--- config.mk ---
export PLATFORM = sky130hd
export DESIGN_NAME = i2c_host_receive_arbitration
export DESIGN_NICKNAME = d
export VERILOG_FILES = /design/src/common/i2c_rx_arb_pkg.sv /design/src/hdl/i2c_host_receive_arbitration.sv /design/src/hdl/i2c_line_sync.sv
export SDC_FILE = /design/constraint.sdc
export NUM_CORES = 1
export LEC_CHECK = 0
export BUFFER_PORTS_ARGS = -buffer_cell sky130_fd_sc_hd__clkbuf_2
export CAP_MARGIN = 20
export CORE_MARGIN = 4
export CORE_UTILIZATION = 58
export DETAILED_ROUTE_END_ITERATION = 10
export HOLD_SLACK_MARGIN = 0.15
export PLACE_DENSITY = 0.89
export SETUP_SLACK_MARGIN = 0.02
export SLEW_MARGIN = 20
export SYNTH_ARGS = -nofsm -noshare
export SYNTH_HDL_FRONTEND = slang
export SYNTH_HIERARCHICAL = 1
export SYNTH_SLANG_ARGS = --single-unit
--- constraint.sdc ---
create_clock -name ref_clk_in -period 6.8 [get_ports ref_clk_in]
set_clock_uncertainty 0.1 [all_clocks]
set_input_delay 1.7 -clock ref_clk_in [delete_from_list [all_inputs] [get_ports ref_clk_in]]
set_output_delay 1.7 -clock ref_clk_in [all_outputs]
set_load 0.05 [all_outputs]
--- src/common/i2c_rx_arb_pkg.sv ---
// package: constants and carrier types for the i2c host receive and arbitration block
package i2c_rx_arb_pkg;

    // ==========================================================
    // widths and reset values
    localparam int DATA_W = 8;
    localparam int BITS_PER_BYTE = 8;
    localparam logic [7:0] RELOAD_RST = 8'h00_09;
    localparam logic [7:0] BYTE_RST = 8'h00_00;
    localparam logic [7:0] RELOAD_MIN = 8'h00_03;

    // ==========================================================
    // software control strobes (one-cycle pulses)
    typedef struct packed {
        logic start_req;
        logic rx_req;
        logic ack_req;
        logic buf_write;
        logic buf_read;
        logic clr_write_collision_flag;
        logic clr_ovf;
        logic clr_irq;
        logic clr_bcol;
    } sw_ctrl_t;

    // status seen by software
    typedef struct packed {
        logic start_seq_enable;
        logic receive_enable_bit;
        logic ack_sequence_enable;
        logic buffer_full_flag;
        logic receive_overflow_flag;
        logic write_collision_flag;
        logic port_interrupt_flag;
        logic bus_collision_flag;
        logic ack_status_bit;
        logic start_seen;
        logic stop_seen;
        logic busy;
    } sw_status_t;

endpackage

--- src/hdl/i2c_host_receive_arbitration.sv ---
// i2c host receive path, start generation, acknowledge sequence and bus arbitration
// ==========================================================
// Operation
// receive request ignored unless port idle
// each divider rollover toggles scl, shifts sda
// eighth fall: load buffer, flags, hold scl
// buffer read clears buffer full flag
// byte arrives while full: set overflow
// buffer write during shifting: collision, ignored
// software sequences start, address, bytes, nack/stop
// address ack captured, interrupt after ninth clock
// start/stop seen cleared by reset, disable
// software takes bus only when free
// always monitor bus, stop sets interrupt
// released high sampled low: collision, idle
// arbitration checked in transmit data bit and ack high phases
// transmit collision clears full, releases lines
// sequence collision aborts, clears its enable
// write after collision restarts at bit one
// line low at start: abort, collision
// start count; scl low while sda high collides
// sda low during count: early assert, no collision
// sda high: drive low, recount, then scl low
// ack sequence holds scl, drives ack value
// software keeps reload value at three or more
// lines only pulled low, sample while scl high
`timescale 1ns/1ps
module i2c_host_receive_arbitration
    import i2c_rx_arb_pkg::*;
#(
    parameter int DATA_WIDTH = DATA_W
)(
    // clock and reset
    input wire logic ref_clk_in,
    input wire logic rst_in,
    // configuration
    input wire logic port_enable_in,
    input wire logic [7:0] reload_value_in,
    input wire logic ack_data_value_in,
    // software strobes and data
    input wire sw_ctrl_t ctrl_in,
    input wire logic [DATA_WIDTH-1:0] buf_wdata_in,
    // i2c pins
    input wire logic sda_pin_in,
    input wire logic scl_pin_in,
    output logic sda_o_out,
    output logic sda_oe_out,
    output logic scl_o_out,
    output logic scl_oe_out,
    // status to software
    output logic [DATA_WIDTH-1:0] port_data_buffer_out,
    output sw_status_t status_out
);

    typedef enum {
        ST_IDLE, ST_START_A, ST_START_B, ST_TX_LOW, ST_TX_HIGH, ST_RX_LOW, ST_RX_HIGH,
        ST_ACK_LOW, ST_ACK_HIGH, ST_ACK_END
    } state_t;

    state_t state_q;
    logic [7:0] baud_divider_counter_q;
    logic [DATA_WIDTH-1:0] port_shift_register_q;
    logic [DATA_WIDTH-1:0] port_data_buffer_q;
    logic [3:0] bit_cnt_q;
    logic sda_drive_low_q;
    logic scl_drive_low_q;
    logic buffer_full_flag_q;
    logic receive_overflow_flag_q;
    logic write_collision_flag_q;
    logic port_interrupt_flag_q;
    logic bus_collision_flag_q;
    logic ack_status_bit_q;
    logic start_seen_q;
    logic stop_seen_q;
    logic sda_s;
    logic scl_s;
    logic scl_rise;
    logic scl_fall;
    logic start_det;
    logic stop_det;
    logic rollover;
    logic collide;
    logic start_bad;
    logic byte_done;
    logic ninth_done;
    logic tx_fire;
    logic [7:0] reload_safe;

    i2c_line_sync u_sync (
        .ref_clk_in(ref_clk_in),
        .rst_in(rst_in),
        .sda_pin_in(sda_pin_in),
        .scl_pin_in(scl_pin_in),
        .sda_out(sda_s),
        .scl_out(scl_s),
        .scl_rise_out(scl_rise),
        .scl_fall_out(scl_fall),
        .start_det_out(start_det),
        .stop_det_out(stop_det)
    );

    // ==========================================================
    // decode
    // guard against reload values too small to give a usable clock
    assign reload_safe = (reload_value_in < RELOAD_MIN) ? RELOAD_MIN : reload_value_in;
    assign rollover = (baud_divider_counter_q == 8'h00_00);
    // released sda seen low while scl high, in transmit data bit and ack high phases
    assign collide = !sda_drive_low_q && !sda_s && scl_s &&
        ((state_q == ST_TX_HIGH && port_shift_register_q[DATA_WIDTH-1] && bit_cnt_q < 4'd8) ||
         (state_q == ST_ACK_HIGH && ack_data_value_in) ||
         (state_q == ST_START_A && !scl_s));
    assign start_bad = ctrl_in.start_req && state_q == ST_IDLE && (!sda_s || !scl_s);
    assign byte_done = (state_q == ST_RX_LOW) && rollover && (bit_cnt_q == 4'd8);
    assign ninth_done = (state_q == ST_TX_LOW) && rollover && (bit_cnt_q == 4'd9);
    // buffer write accepted only while nothing is shifting
    assign tx_fire = ctrl_in.buf_write && state_q == ST_IDLE;

    // ==========================================================
    // sequencer
    always_ff @(posedge ref_clk_in) begin
        if (rst_in || !port_enable_in) begin
            state_q <= ST_IDLE;
            baud_divider_counter_q <= 8'h00_00;
            bit_cnt_q <= 4'h0;
            sda_drive_low_q <= 1'b0;
            scl_drive_low_q <= 1'b0;
            port_shift_register_q <= '0;
        end else if (start_bad) begin
            state_q <= ST_IDLE;
            sda_drive_low_q <= 1'b0;
            scl_drive_low_q <= 1'b0;
        end else if (collide || (state_q == ST_START_A && !scl_s && sda_s && !sda_drive_low_q)) begin
            // abort, release both lines
            state_q <= ST_IDLE;
            baud_divider_counter_q <= 8'h00_00;
            sda_drive_low_q <= 1'b0;
            scl_drive_low_q <= 1'b0;
        end else begin
            if (!rollover) begin
                baud_divider_counter_q <= baud_divider_counter_q - 8'h00_01;
            end
            case (state_q)
                ST_IDLE: begin
                    if (ctrl_in.start_req) begin
                        state_q <= ST_START_A;
                        baud_divider_counter_q <= reload_safe;
                    end else if (tx_fire) begin
                        state_q <= ST_TX_LOW;
                        port_shift_register_q <= buf_wdata_in;
                        bit_cnt_q <= 4'h0;
                        baud_divider_counter_q <= reload_safe;
                    end else if (ctrl_in.rx_req) begin
                        state_q <= ST_RX_LOW;
                        bit_cnt_q <= 4'h0;
                        sda_drive_low_q <= 1'b0;
                        scl_drive_low_q <= 1'b1;
                        baud_divider_counter_q <= reload_safe;
                    end else if (ctrl_in.ack_req) begin
                        state_q <= ST_ACK_LOW;
                        scl_drive_low_q <= 1'b1;
                        sda_drive_low_q <= ~ack_data_value_in;
                        baud_divider_counter_q <= reload_safe;
                    end
                end
                ST_START_A: begin
                    if (!sda_s) begin
                        sda_drive_low_q <= 1'b1;
                        state_q <= ST_START_B;
                        baud_divider_counter_q <= reload_safe;
                    end else if (rollover) begin
                        sda_drive_low_q <= 1'b1;
                        state_q <= ST_START_B;
                        baud_divider_counter_q <= reload_safe;
                    end
                end
                ST_START_B: begin
                    if (rollover) begin
                        scl_drive_low_q <= 1'b1;
                        state_q <= ST_IDLE;
                    end
                end
                ST_TX_LOW: begin
                    scl_drive_low_q <= 1'b1;
                    if (bit_cnt_q < 4'd8) begin
                        sda_drive_low_q <= ~port_shift_register_q[DATA_WIDTH-1];
                    end else begin
                        sda_drive_low_q <= 1'b0;
                    end
                    if (ninth_done) begin
                        state_q <= ST_IDLE;
                    end else if (rollover) begin
                        scl_drive_low_q <= 1'b0;
                        state_q <= ST_TX_HIGH;
                        baud_divider_counter_q <= reload_safe;
                    end
                end
                ST_TX_HIGH: begin
                    // clock stretching: count only once scl is seen high
                    if (!scl_s) begin
                        baud_divider_counter_q <= reload_safe;
                    end else if (rollover) begin
                        scl_drive_low_q <= 1'b1;
                        if (bit_cnt_q < 4'd8) begin
                            port_shift_register_q <= {port_shift_register_q[DATA_WIDTH-2:0], 1'b0};
                        end
                        bit_cnt_q <= bit_cnt_q + 4'h1;
                        state_q <= ST_TX_LOW;
                        baud_divider_counter_q <= reload_safe;
                    end
                end
                ST_RX_LOW: begin
                    if (byte_done) begin
                        state_q <= ST_IDLE;
                    end else if (rollover) begin
                        scl_drive_low_q <= 1'b0;
                        state_q <= ST_RX_HIGH;
                        baud_divider_counter_q <= reload_safe;
                    end
                end
                ST_RX_HIGH: begin
                    if (!scl_s) begin
                        baud_divider_counter_q <= reload_safe;
                    end else if (rollover) begin
                        // sample while scl high, then pull low
                        port_shift_register_q <= {port_shift_register_q[DATA_WIDTH-2:0], sda_s};
                        bit_cnt_q <= bit_cnt_q + 4'h1;
                        scl_drive_low_q <= 1'b1;
                        state_q <= ST_RX_LOW;
                        baud_divider_counter_q <= reload_safe;
                    end
                end
                ST_ACK_LOW: begin
                    if (rollover) begin
                        scl_drive_low_q <= 1'b0;
                        state_q <= ST_ACK_HIGH;
                        baud_divider_counter_q <= reload_safe;
                    end
                end
                ST_ACK_HIGH: begin
                    if (!scl_s) begin
                        baud_divider_counter_q <= reload_safe;
                    end else if (rollover) begin
                        scl_drive_low_q <= 1'b1;
                        state_q <= ST_ACK_END;
                    end
                end
                ST_ACK_END: begin
                    state_q <= ST_IDLE;
                end
                default: begin
                    state_q <= ST_IDLE;
                end
            endcase
        end
    end

    // ==========================================================
    // data buffer and buffer flags
    always_ff @(posedge ref_clk_in) begin
        if (rst_in) begin
            port_data_buffer_q <= BYTE_RST;
            buffer_full_flag_q <= 1'b0;
            receive_overflow_flag_q <= 1'b0;
        end else begin
            if (byte_done) begin
                port_data_buffer_q <= port_shift_register_q;
                buffer_full_flag_q <= 1'b1;
                if (buffer_full_flag_q) begin
                    receive_overflow_flag_q <= 1'b1;
                end
            end else if (collide && state_q == ST_TX_HIGH) begin
                buffer_full_flag_q <= 1'b0;
            end else if (tx_fire && !start_bad && !ctrl_in.start_req) begin
                port_data_buffer_q <= buf_wdata_in;
                buffer_full_flag_q <= 1'b1;
            end else if (state_q == ST_TX_HIGH && rollover && scl_s && bit_cnt_q == 4'd7) begin
                buffer_full_flag_q <= 1'b0;
            end else if (ctrl_in.buf_read) begin
                buffer_full_flag_q <= 1'b0;
            end
            if (ctrl_in.clr_ovf && !(byte_done && buffer_full_flag_q)) begin
                receive_overflow_flag_q <= 1'b0;
            end
        end
    end

    // ==========================================================
    // event flags: a set in the same cycle as a clear wins
    always_ff @(posedge ref_clk_in) begin
        if (rst_in) begin
            write_collision_flag_q <= 1'b0;
            port_interrupt_flag_q <= 1'b0;
            bus_collision_flag_q <= 1'b0;
            ack_status_bit_q <= 1'b0;
        end else begin
            if (ctrl_in.buf_write && state_q != ST_IDLE) begin
                write_collision_flag_q <= 1'b1;
            end else if (ctrl_in.clr_write_collision_flag) begin
                write_collision_flag_q <= 1'b0;
            end
            if (byte_done || ninth_done || stop_det || state_q == ST_ACK_END ||
                (state_q == ST_START_B && rollover)) begin
                port_interrupt_flag_q <= 1'b1;
            end else if (ctrl_in.clr_irq) begin
                port_interrupt_flag_q <= 1'b0;
            end
            if (start_bad || collide ||
                (state_q == ST_START_A && !scl_s && sda_s && !sda_drive_low_q)) begin
                bus_collision_flag_q <= 1'b1;
            end else if (ctrl_in.clr_bcol) begin
                bus_collision_flag_q <= 1'b0;
            end
            if (state_q == ST_TX_HIGH && bit_cnt_q == 4'd8 && scl_s && rollover) begin
                ack_status_bit_q <= sda_s;
            end
        end
    end

    // ==========================================================
    // bus free tracking
    always_ff @(posedge ref_clk_in) begin
        if (rst_in || !port_enable_in) begin
            start_seen_q <= 1'b0;
            stop_seen_q <= 1'b0;
        end else if (start_det) begin
            start_seen_q <= 1'b1;
            stop_seen_q <= 1'b0;
        end else if (stop_det) begin
            stop_seen_q <= 1'b1;
            start_seen_q <= 1'b0;
        end
    end

    // ==========================================================
    // outputs: lines are only ever pulled low
    always_ff @(posedge ref_clk_in) begin
        if (rst_in) begin
            sda_oe_out <= 1'b0;
            scl_oe_out <= 1'b0;
            status_out <= '0;
            port_data_buffer_out <= BYTE_RST;
        end else begin
            sda_oe_out <= sda_drive_low_q;
            scl_oe_out <= scl_drive_low_q;
            port_data_buffer_out <= port_data_buffer_q;
            status_out.start_seq_enable <= state_q == ST_START_A || state_q == ST_START_B;
            status_out.receive_enable_bit <= state_q == ST_RX_LOW || state_q == ST_RX_HIGH;
            status_out.ack_sequence_enable <= state_q == ST_ACK_LOW || state_q == ST_ACK_HIGH ||
                state_q == ST_ACK_END;
            status_out.buffer_full_flag <= buffer_full_flag_q;
            status_out.receive_overflow_flag <= receive_overflow_flag_q;
            status_out.write_collision_flag <= write_collision_flag_q;
            status_out.port_interrupt_flag <= port_interrupt_flag_q;
            status_out.bus_collision_flag <= bus_collision_flag_q;
            status_out.ack_status_bit <= ack_status_bit_q;
            status_out.start_seen <= start_seen_q;
            status_out.stop_seen <= stop_seen_q;
            status_out.busy <= state_q != ST_IDLE;
        end
    end

    assign sda_o_out = 1'b0;
    assign scl_o_out = 1'b0;

endmodule

--- src/hdl/i2c_line_sync.sv ---
// two-flop synchroniser and bus condition detector for the i2c lines
`timescale 1ns/1ps
module i2c_line_sync
    import i2c_rx_arb_pkg::*;
(
    // clock and reset
    input wire logic ref_clk_in,
    input wire logic rst_in,
    // raw pins
    input wire logic sda_pin_in,
    input wire logic scl_pin_in,
    // synchronised levels and events
    output logic sda_out,
    output logic scl_out,
    output logic scl_rise_out,
    output logic scl_fall_out,
    output logic start_det_out,
    output logic stop_det_out
);

    logic [1:0] sda_meta_q;
    logic [1:0] scl_meta_q;
    logic sda_prev_q;
    logic scl_prev_q;

    // ==========================================================
    // synchroniser: the first stage feeds only the second
    always_ff @(posedge ref_clk_in) begin
        if (rst_in) begin
            sda_meta_q <= 2'b11;
            scl_meta_q <= 2'b11;
            sda_prev_q <= 1'b1;
            scl_prev_q <= 1'b1;
        end else begin
            sda_meta_q <= {sda_meta_q[0], sda_pin_in};
            scl_meta_q <= {scl_meta_q[0], scl_pin_in};
            sda_prev_q <= sda_meta_q[1];
            scl_prev_q <= scl_meta_q[1];
        end
    end

    assign sda_out = sda_meta_q[1];
    assign scl_out = scl_meta_q[1];
    assign scl_rise_out = scl_meta_q[1] & ~scl_prev_q;
    assign scl_fall_out = ~scl_meta_q[1] & scl_prev_q;
    assign start_det_out = scl_meta_q[1] & scl_prev_q & sda_prev_q & ~sda_meta_q[1];
    assign stop_det_out = scl_meta_q[1] & scl_prev_q & ~sda_prev_q & sda_meta_q[1];

endmodule

## After elaboration in Yosys (flattened, before gate mapping)

Cells that the tools add are included.

| word-level totals | value |
|---|---|
| logic and storage cells | 251 |
| flip-flop bits (word level) | 98 |

| cells by class | value |
|---|---|
| reductions and logical operators | 77 |
| add/sub/neg operators | 2 |
| multiplexer cells | 82 |
| eq/ne operators | 43 |
| bitwise operators | 11 |
| magnitude comparators | 2 |

Operators with widths:

| cell | count |
|---|---|
| two-way mux 32 bit | 18 |
| one-hot mux 32 bit (9 select lines) | 1 |
| == test 32 x 3 -> 1 bit, second input constant | 6 |
| two-way mux 8 bit | 23 |
| == test 32 x 4 -> 1 bit, second input constant | 5 |
| == test 32 x 2 -> 1 bit, second input constant | 3 |
| == test 32 x 5 -> 1 bit, second input constant | 2 |
| zero test 32 bit | 2 |
| one-hot mux 8 bit (7 select lines) | 1 |
| == test 32 x 1 -> 1 bit, second input constant | 1 |
| nonzero test 32 bit | 1 |
| two-way mux 1 bit | 30 |
| logical AND 1 bit | 29 |
| one-hot mux 8 bit (3 select lines) | 1 |
| != test 2 bit, second input constant | 11 |
| two-way mux 4 bit | 5 |
| logical OR 1 bit | 15 |
| != test 3 bit, second input constant | 5 |
| != test 2 x 1 -> 1 bit, second input constant | 6 |
| AND reduction 12 bit | 1 |
| nonzero test 2 bit | 6 |
| AND reduction 10 bit | 1 |
| == test 4 bit, second input constant | 2 |
| zero test 8 bit | 1 |
| 21 further kinds | 41 |

## Logic depth before layout (Yosys ltp)

Gate-level depths: netlist of run 1.

| logic depth | value |
|---|---|
| word-level depth | 9 |
| depth in mapped cells | 11 |

## By module

The synthesis of run 1 kept the hierarchy.

Modules (own cells, without submodules):

| module | area each (µm²) | times used | cells an instance |
|---|---|---|---|
| i2c_host_receive_arbitration | 4077.7 | 1 | 515 |
| i2c_line_sync | 190.2 | 1 | 16 |

## Worst setup path before layout of run 1

No wires, ideal clock.

| timing path | value |
|---|---|
| path kind | input to register |
| start point | input ctrl_in[5] in the netlist's numbering |
| end point | register state_q[3] |
| arrival | 3.084 ns |
| data required time | 6.581 ns |
| cell stages on the path | 7 |
| buffers on the path | 2 |
| slack | 3.498 ns |
| cells stage by stage | clkbuf_1 -> nor4_2 -> nand2_1 -> and3_1 -> clkbuf_1 -> a41oi_1 -> nor2_1 |

| between the ends | value |
|---|---|
| longest elaborated chain between the ends | 4 |
| elaborated cells between the ends (all ways) | 6 |
| those cells by class | eq/ne (1); mux (3); reduce/logical (2) |

RTL lines:

| element | RTL line | source |
|---|---|---|
| start: declaration | i2c_host_receive_arbitration.sv:41 | `input wire sw_ctrl_t ctrl_in,` |
| logical AND 1 bit (*) | i2c_host_receive_arbitration.sv:116 | `assign tx_fire = ctrl_in.buf_write && state_q == ST_IDLE;` |
| two-way mux 32 bit | i2c_host_receive_arbitration.sv:147 | `end else if (tx_fire) begin` |
| two-way mux 32 bit | i2c_host_receive_arbitration.sv:144 | `if (ctrl_in.start_req) begin` |
| one-hot mux 32 bit (9 select lines) | i2c_host_receive_arbitration.sv:142 | `case (state_q)` |
| end signal: assignment | i2c_host_receive_arbitration.sv:122 | `state_q <= ST_IDLE;` |
| end signal: assignment | i2c_host_receive_arbitration.sv:145 | `state_q <= ST_START_A;` |
| end signal: assignment | i2c_host_receive_arbitration.sv:148 | `state_q <= ST_TX_LOW;` |
| end: declaration | i2c_host_receive_arbitration.sv:60 | `state_t state_q;` |

Every way passes the cells marked *; elsewhere a longest branch is shown, timed or not.
A chain may end at the register's enable or synchronous reset.

## Worst setup path in the final report of run 1

| timing path | value |
|---|---|
| start point | register baud_divider_counter_q[0] |
| end point | register port_data_buffer_q[3] |

| between the ends | value |
|---|---|
| longest elaborated chain between the ends | 5 |
| elaborated cells between the ends (all ways) | 7 |
| those cells by class | eq/ne (1); mux (1); reduce/logical (5) |

RTL lines:

| element | RTL line | source |
|---|---|---|
| start: declaration | i2c_host_receive_arbitration.sv:61 | `logic [7:0] baud_divider_counter_q;` |
| start signal: assignment | i2c_host_receive_arbitration.sv:140 | `baud_divider_counter_q <= baud_divider_counter_q - 8'h00_01;` |
| start signal: assignment | i2c_host_receive_arbitration.sv:146 | `baud_divider_counter_q <= reload_safe;` |
| start signal: assignment | i2c_host_receive_arbitration.sv:151 | `baud_divider_counter_q <= reload_safe;` |
| zero test 8 bit (*) | i2c_host_receive_arbitration.sv:106 | `assign rollover = (baud_divider_counter_q == 8'h00_00);` |
| logical AND 1 bit (*) (2 in a row) | i2c_host_receive_arbitration.sv:113 | `assign byte_done = (state_q == ST_RX_LOW) && rollover && (bit_cnt_q == 4'd8);` |
| != test 2 bit (no source line) / nonzero test 2 bit (equally long branches) | - |  |
| AND reduction 2 bit (no source line) | - |  |
| end signal: assignment | i2c_host_receive_arbitration.sv:266 | `port_data_buffer_q <= port_shift_register_q;` |
| end signal: assignment | i2c_host_receive_arbitration.sv:274 | `port_data_buffer_q <= buf_wdata_in;` |
| end: declaration | i2c_host_receive_arbitration.sv:63 | `logic [DATA_WIDTH-1:0] port_data_buffer_q;` |

Marked as above.

==> results of run 1 <==
cells in the final DEF (no fill, tap or decap), types with 3 or more instances in the layout:
cell,count
clkbuf_2,52
a31o_2,3
nand2_1,36
a31oi_1,12
buf_4,6
xnor2_1,6
a211oi_1,21
clkbuf_8,10
and4b_1,3
and3b_1,3
nor2_1,56
o221ai_1,6
nor2b_1,27
nor3_1,18
o211ai_1,10
a21o_1,5
nand4_1,6
o21ai_0,28
ha_1,5
and3_1,5
a21oi_1,38
nor3b_1,8
dfxtp_1,70
a311oi_1,4
or2_1,6
inv_1,13
a221oi_1,5
mux2i_1,21
nand2b_1,9
nand3_1,8
final timing paths:
| check | endpoint | slack (ps) |
|---|---|---|
| worst max-delay path | port_data_buffer_q[3] | 3230 |
| worst min-delay path | u_sync/sda_meta_q[1] | 300 |
| worst max register to register | port_data_buffer_q[3] | 3230 |
| worst min register to register | u_sync/sda_meta_q[1] | 300 |
flip-flops by register name, indices dropped and copies added, names as in the netlist, 2 cells and up:
| register | flops |
|---|---|
| port_shift_register_q | 8 |
| u_sync/sda_meta_q | 2 |
| u_sync/scl_meta_q | 2 |
| bit_cnt_q | 4 |
| baud_divider_counter_q | 8 |
| state_q | 4 |
| port_data_buffer_q | 8 |
| status_out | 12 |
| port_data_buffer_out | 8 |
per-layer routing:
layer,global-route usage,vias to the layer above,wire [um]
met3,0.0889,53,1750
li1,-,1996,-
met5,0,-,0
met1,0.380,1941,5070
met2,0.419,348,5590
met4,0.136,0,420
area by class of cell:
cell class,count,share of cell area
multi-input cells,405,0.556
inverters,13,0.0104
repair buffers,58,0.0651
clock inverters,6,0.0147
clock buffers,10,0.0293
well taps,96,0.0256
flip-flops and latches,70,0.299
critical path, stage by stage (launching register included):
cell	delay, ps
dfxtp_1	410
inv_1	190
ha_1	270
nor3b_1	600
nand4_1	810
nand2_1	710
nor2_1	120
a211oi_1	260
power by group through the flow:
stage	sequential, mW	combinational [mW]	clock, mW
floorplan	0.495	0.377	0
global placement	0.476	0.490	0
detailed placement	0.478	0.497	0
CTS	0.468	0.502	0.360
global route	0.472	0.556	0.374
finish	0.470	0.522	0.358
metrics by stage:
stage / total power, mW / util / worst slack (ps) / hold WS [ps]
finish: 1.35 / 0.676 / 3230 / 303
global route: 1.40 / 0.676 / 3100 / 325
CTS: 1.33 / 0.675 / 3030 / 309
detailed placement: 0.975 / 0.645 / 2980 / 295
global placement: 0.966 / 0.645 / 3030 / 284
floorplan: 0.872 / - / 3500 / 283
==> results.py, run 1 <==
metrics = {
    "outcome": {
        "run_status": "finished, final reports clean",
    },
    "sta": {
        "setup_tns_ps": 0,
        "grt_setup_unrepaired": "no",
        "period_share": 0.526,
        "max_slew.worst_pin.slew_ps": 1010,
        "timing.slew.headroom": 0.324,
        "fmax_achieved_mhz": 280,
        "report.final.setup_viol": 0,
        "finalWorstPathRequiredPeriod_ps": 3570,
        "hold_viol_final": 0,
        "timing_max_transition_violations_final": 0,
    },
    "place": {
        "place_hpwl_um": 8780,
        "routabilityCongestion": 0.973,
        "placement.cell_area_mm2": 0.00448,
        "dpl.cell_count": 642,
        "placement.io_buffers": 52,
    },
    "pwr": {
        "clock_power_frac": 0.265,
        "sw_frac": 0.407,
        "pwr_density_cell_mw_per_mm2": 288,
        "power.combinational.fraction": 0.387,
        "internal_power_mw": 0.801,
        "leakage_power_nw": 1.90,
        "seq_power_share": 0.348,
        "worst_ir_drop_vdd_uv": 128,
        "total_switching_power_mw": 0.549,
    },
    "critical_path": {
        "critical_path_arrival_ps": 3720,
        "worst_setup_path_startpoint": "baud_divider_counter_q[0]",
        "r2r-start": "baud_divider_counter_q[0]",
        "critical_path_peak_fanout": 16,
        "worst_ep_required_time_ps": 6950,
        "crit_path_start_kind": "flop",
        "endpoint_kind": "flop",
        "worst_r2r_path_cells": 7,
        "worst-setup-path-type": "reg -> reg",
    },
    "die": {
        "placeable_core_region_mm2": 0.00694,
        "rows": 30,
        "y_dimension_of_the_die_um": 93.7,
        "floorplan.die.width_um": 93.7,
        "start_util": 0.613,
        "design.die.area_mm2": 0.00877,
        "io_pins": 55,
    },
    "final_layout": {
        "final_design_area_no_fill_mm2": 0.00469,
        "sequential_cell_area_mm2": 0.00140,
        "multi_input_combinational_cell_area_mm2": 0.00261,
        "diodes": 0,
        "area_growth_pct": 10.3,
        "nets": 593,
        "nFillCells": 568,
        "post_layout_nonfiller_instances": 658,
        "layout-drive-gt1-share": 0.167,
    },
    "global_route": {
        "grt_max_degree": 43,
        "grt_antenna_before_repair": 0,
        "globalRoute.totalOverflow": 0,
        "grt_pass1_wl_um": 19600,
        "grtUsageTotal": 0.285,
        "grt_pass1_vias": 3862,
    },
    "logic_synthesis": {
        "post_synth_instance_area_mm2": 0.00426,
        "yosys_warnings": 6,
        "post_synth.cell_area_avg_um2": 8.04,
        "syn_inst": 529,
    },
    "cts": {
        "count_of_h_tree_levels_built_during_cts": 3,
        "cts_root_buffer": "clkbuf_8",
        "cts.hold.buffers_added": 0,
        "numClockSinks": 70,
        "cts_setup_buffers": 0,
        "cts_made_buffers": 9,
        "cts.clk_slew.worst_paths_ps": 90,
        "post_cts.resized_instances": 0,
        "clk_latency_ps": 360,
        "tritoncts": "yes",
        "max-clock-path-buffers": 2,
    },
    "route": {
        "vias": 4338,
        "number_of_drc_markers_in_iteration_0": 706,
        "route.antenna.remaining_nets": 0,
        "wl_per_cell_um": 19.5,
        "drc": 0,
        "drt-pass1-iter-count": 6,
        "routed_wl_um": 12800,
        "vias_per_cell": 6.59,
    },
    "min_path": {
        "hold_start": "u_sync/sda_meta_q[0]",
        "hold_path.class": "reg -> reg",
        "number_of_cells_traversed_by_the_worst_hold_path": 1,
    },
    "flow_run": {
        "number_of_max_capacitance_violations_reported": 0,
    },
}
Note: power is estimated with default switching activity, not from simulation.
==> run 2: changes to the inputs <==
==> constraint.sdc (replaced) <==
create_clock -name ref_clk_in -period 3.63 [get_ports ref_clk_in]
set_clock_uncertainty 0.1 [all_clocks]
set_input_delay 0.9075 -clock ref_clk_in [delete_from_list [all_inputs] [get_ports ref_clk_in]]
set_output_delay 0.9075 -clock ref_clk_in [all_outputs]
set_load 0.05 [all_outputs]
==> run 2 against run 1 <==
Die area unchanged; wire length down 0.38%; register-to-register slack worse by 2700 ps; first-iteration DRC count up 5.8%; power up 85%; sequential share of layout area down 0.41 points; via count up 1.7%.
==> results.py, run 2 (same netlist as run 1, synthesis figures left out) <==
metrics = {
    "sta": {
        "timing.slew.headroom": 0.249,
        "setup_tns_ps": 0,
        "grt_setup_unrepaired": "no",
        "finalWorstPathRequiredPeriod_ps": 3100,
        "hold_viol_final": 0,
        "final.setup.worst_slack_ps": 532,
        "max_slew.worst_pin.slew_ps": 1130,
        "fmax_achieved_mhz": 323,
        "period_share": 0.853,
        "report.final.setup_viol": 0,
        "timing_max_transition_violations_final": 0,
    },
    "die": {
        "design.die.area_mm2": 0.00877,
        "io_pins": 55,
        "y_dimension_of_the_die_um": 93.7,
        "placeable_core_region_mm2": 0.00694,
        "rows": 30,
        "start_util": 0.613,
        "floorplan.die.width_um": 93.7,
    },
    "global_route": {
        "globalRoute.totalOverflow": 0,
        "grt_max_degree": 42,
        "grtUsageTotal": 0.291,
        "grt_antenna_before_repair": 0,
        "grt_pass1_vias": 3883,
        "grt_pass1_wl_um": 20200,
    },
    "place": {
        "place_hpwl_um": 9200,
        "placement.io_buffers": 52,
        "post-place-ws_ps": 669,
        "dpl.cell_count": 654,
        "routabilityCongestion": 1.04,
    },
    "route": {
        "vias_per_cell": 6.59,
        "routed_wl_um": 12800,
        "route.antenna.remaining_nets": 0,
        "number_of_drc_markers_in_iteration_0": 747,
        "drc": 0,
        "vias": 4413,
        "drt-pass1-iter-count": 6,
        "wl_per_cell_um": 19.1,
    },
    "final_layout": {
        "layout-drive-gt1-share": 0.183,
        "area_growth_pct": 11.8,
        "layout_commonest_cell": "dfxtp_1",
        "nFillCells": 553,
        "sequential_cell_area_mm2": 0.00140,
        "diodes": 0,
        "fin_util": 0.685,
        "number_of_flip_flops_in_the_largest_register": 12,
        "largest-register": "status_out",
        "nets": 605,
        "most_frequent_cells_in_the_layout": "70 x dfxtp_1, 56 x nor2_1, 52 x clkbuf_2",
        "post_layout_nonfiller_instances": 670,
        "multi_input_combinational_cell_area_mm2": 0.00260,
    },
    "min_path": {
        "hold_path.class": "reg -> reg",
        "number_of_cells_traversed_by_the_worst_hold_path": 1,
    },
    "cts": {
        "count_of_h_tree_levels_built_during_cts": 3,
        "clk_latency_ps": 370,
        "max-clock-path-buffers": 2,
        "post_cts.resized_instances": 0,
        "cts.hold.buffers_added": 0,
        "numClockSinks": 70,
        "cts.clk_slew.worst_paths_ps": 90,
        "tritoncts": "yes",
        "cts_root_buffer": "clkbuf_8",
        "cts_made_buffers": 9,
        "cts_setup_buffers": 0,
    },
    "critical_path": {
        "worst_ep_required_time_ps": 3800,
        "crit_path_start_kind": "flop",
        "worst_r2r_path_cells": 6,
        "critical_path_arrival_ps": 3260,
        "endpoint_kind": "flop",
        "critical_path_peak_fanout": 32,
        "worst-setup-path-type": "reg -> reg",
    },
    "outcome": {
        "run_status": "finished, final reports clean",
    },
    "flow_run": {
        "number_of_max_capacitance_violations_reported": 0,
    },
    "pwr": {
        "leakage_power_nw": 1.94,
        "worst_ir_drop_vdd_uv": 238,
        "pwr_density_cell_mw_per_mm2": 526,
    },
}
run 2: worst max-delay path, cell delays in order, from the launching register on:
cell and delay, ps:
dfxtp_1 990, nor2b_1 350, nand3_1 230, a31oi_2 230
a311oi_4 740, nor2_1 120, a211oi_1 240
run 2: worst paths after layout:
| kind | start | endpoint | slack (ps) |
|---|---|---|---|
| max reg2reg | state_q[3] | port_shift_register_q[7] | 530 |
| max | state_q[3] | port_shift_register_q[7] | 530 |
| min | u_sync/scl_meta_q[0] | u_sync/scl_meta_q[1] | 310 |
| min reg2reg | u_sync/scl_meta_q[0] | u_sync/scl_meta_q[1] | 310 |
run 2: area by class of cell:
type,instances,share of cell area
clock buffers,9,0.0260
multi-input cells,405,0.547
inverters,13,0.0103
well taps,96,0.0252
clock inverters,7,0.0134
repair buffers,70,0.0831
flip-flops and latches,70,0.295
run 2: layer usage:
layer  GRT usage  vias up  share of wire
met5           0        -              0
met4       0.142        0          0.045
met3      0.0601       58           0.12
met2       0.437      325           0.43
met1       0.398     2009           0.40
li1            -     2021              -
run 2: where the power goes:
| part | internal [mW] | total [mW] | switching, mW | leakage [nW] |
|---|---|---|---|---|
| combinational | 0.368 | 0.970 | 0.602 | 1.28 |
| sequential | 0.827 | 0.916 | 0.0893 | 0.570 |
| clock | 0.263 | 0.615 | 0.352 | 0.0903 |
| total | 1.46 | 2.50 | 1.04 | 1.94 |
run 2: stage by stage:
step           area (um2)  power, mW  hold WS, ps
2_1_floorplan        4260       1.63          283
3_3_place_gp         4570       1.85          286
3_5_place_dp         4570       1.86          291
4_1_cts              4760       2.47          311
5_1_grt              4760       2.61          333
6_report             4760       2.50          310
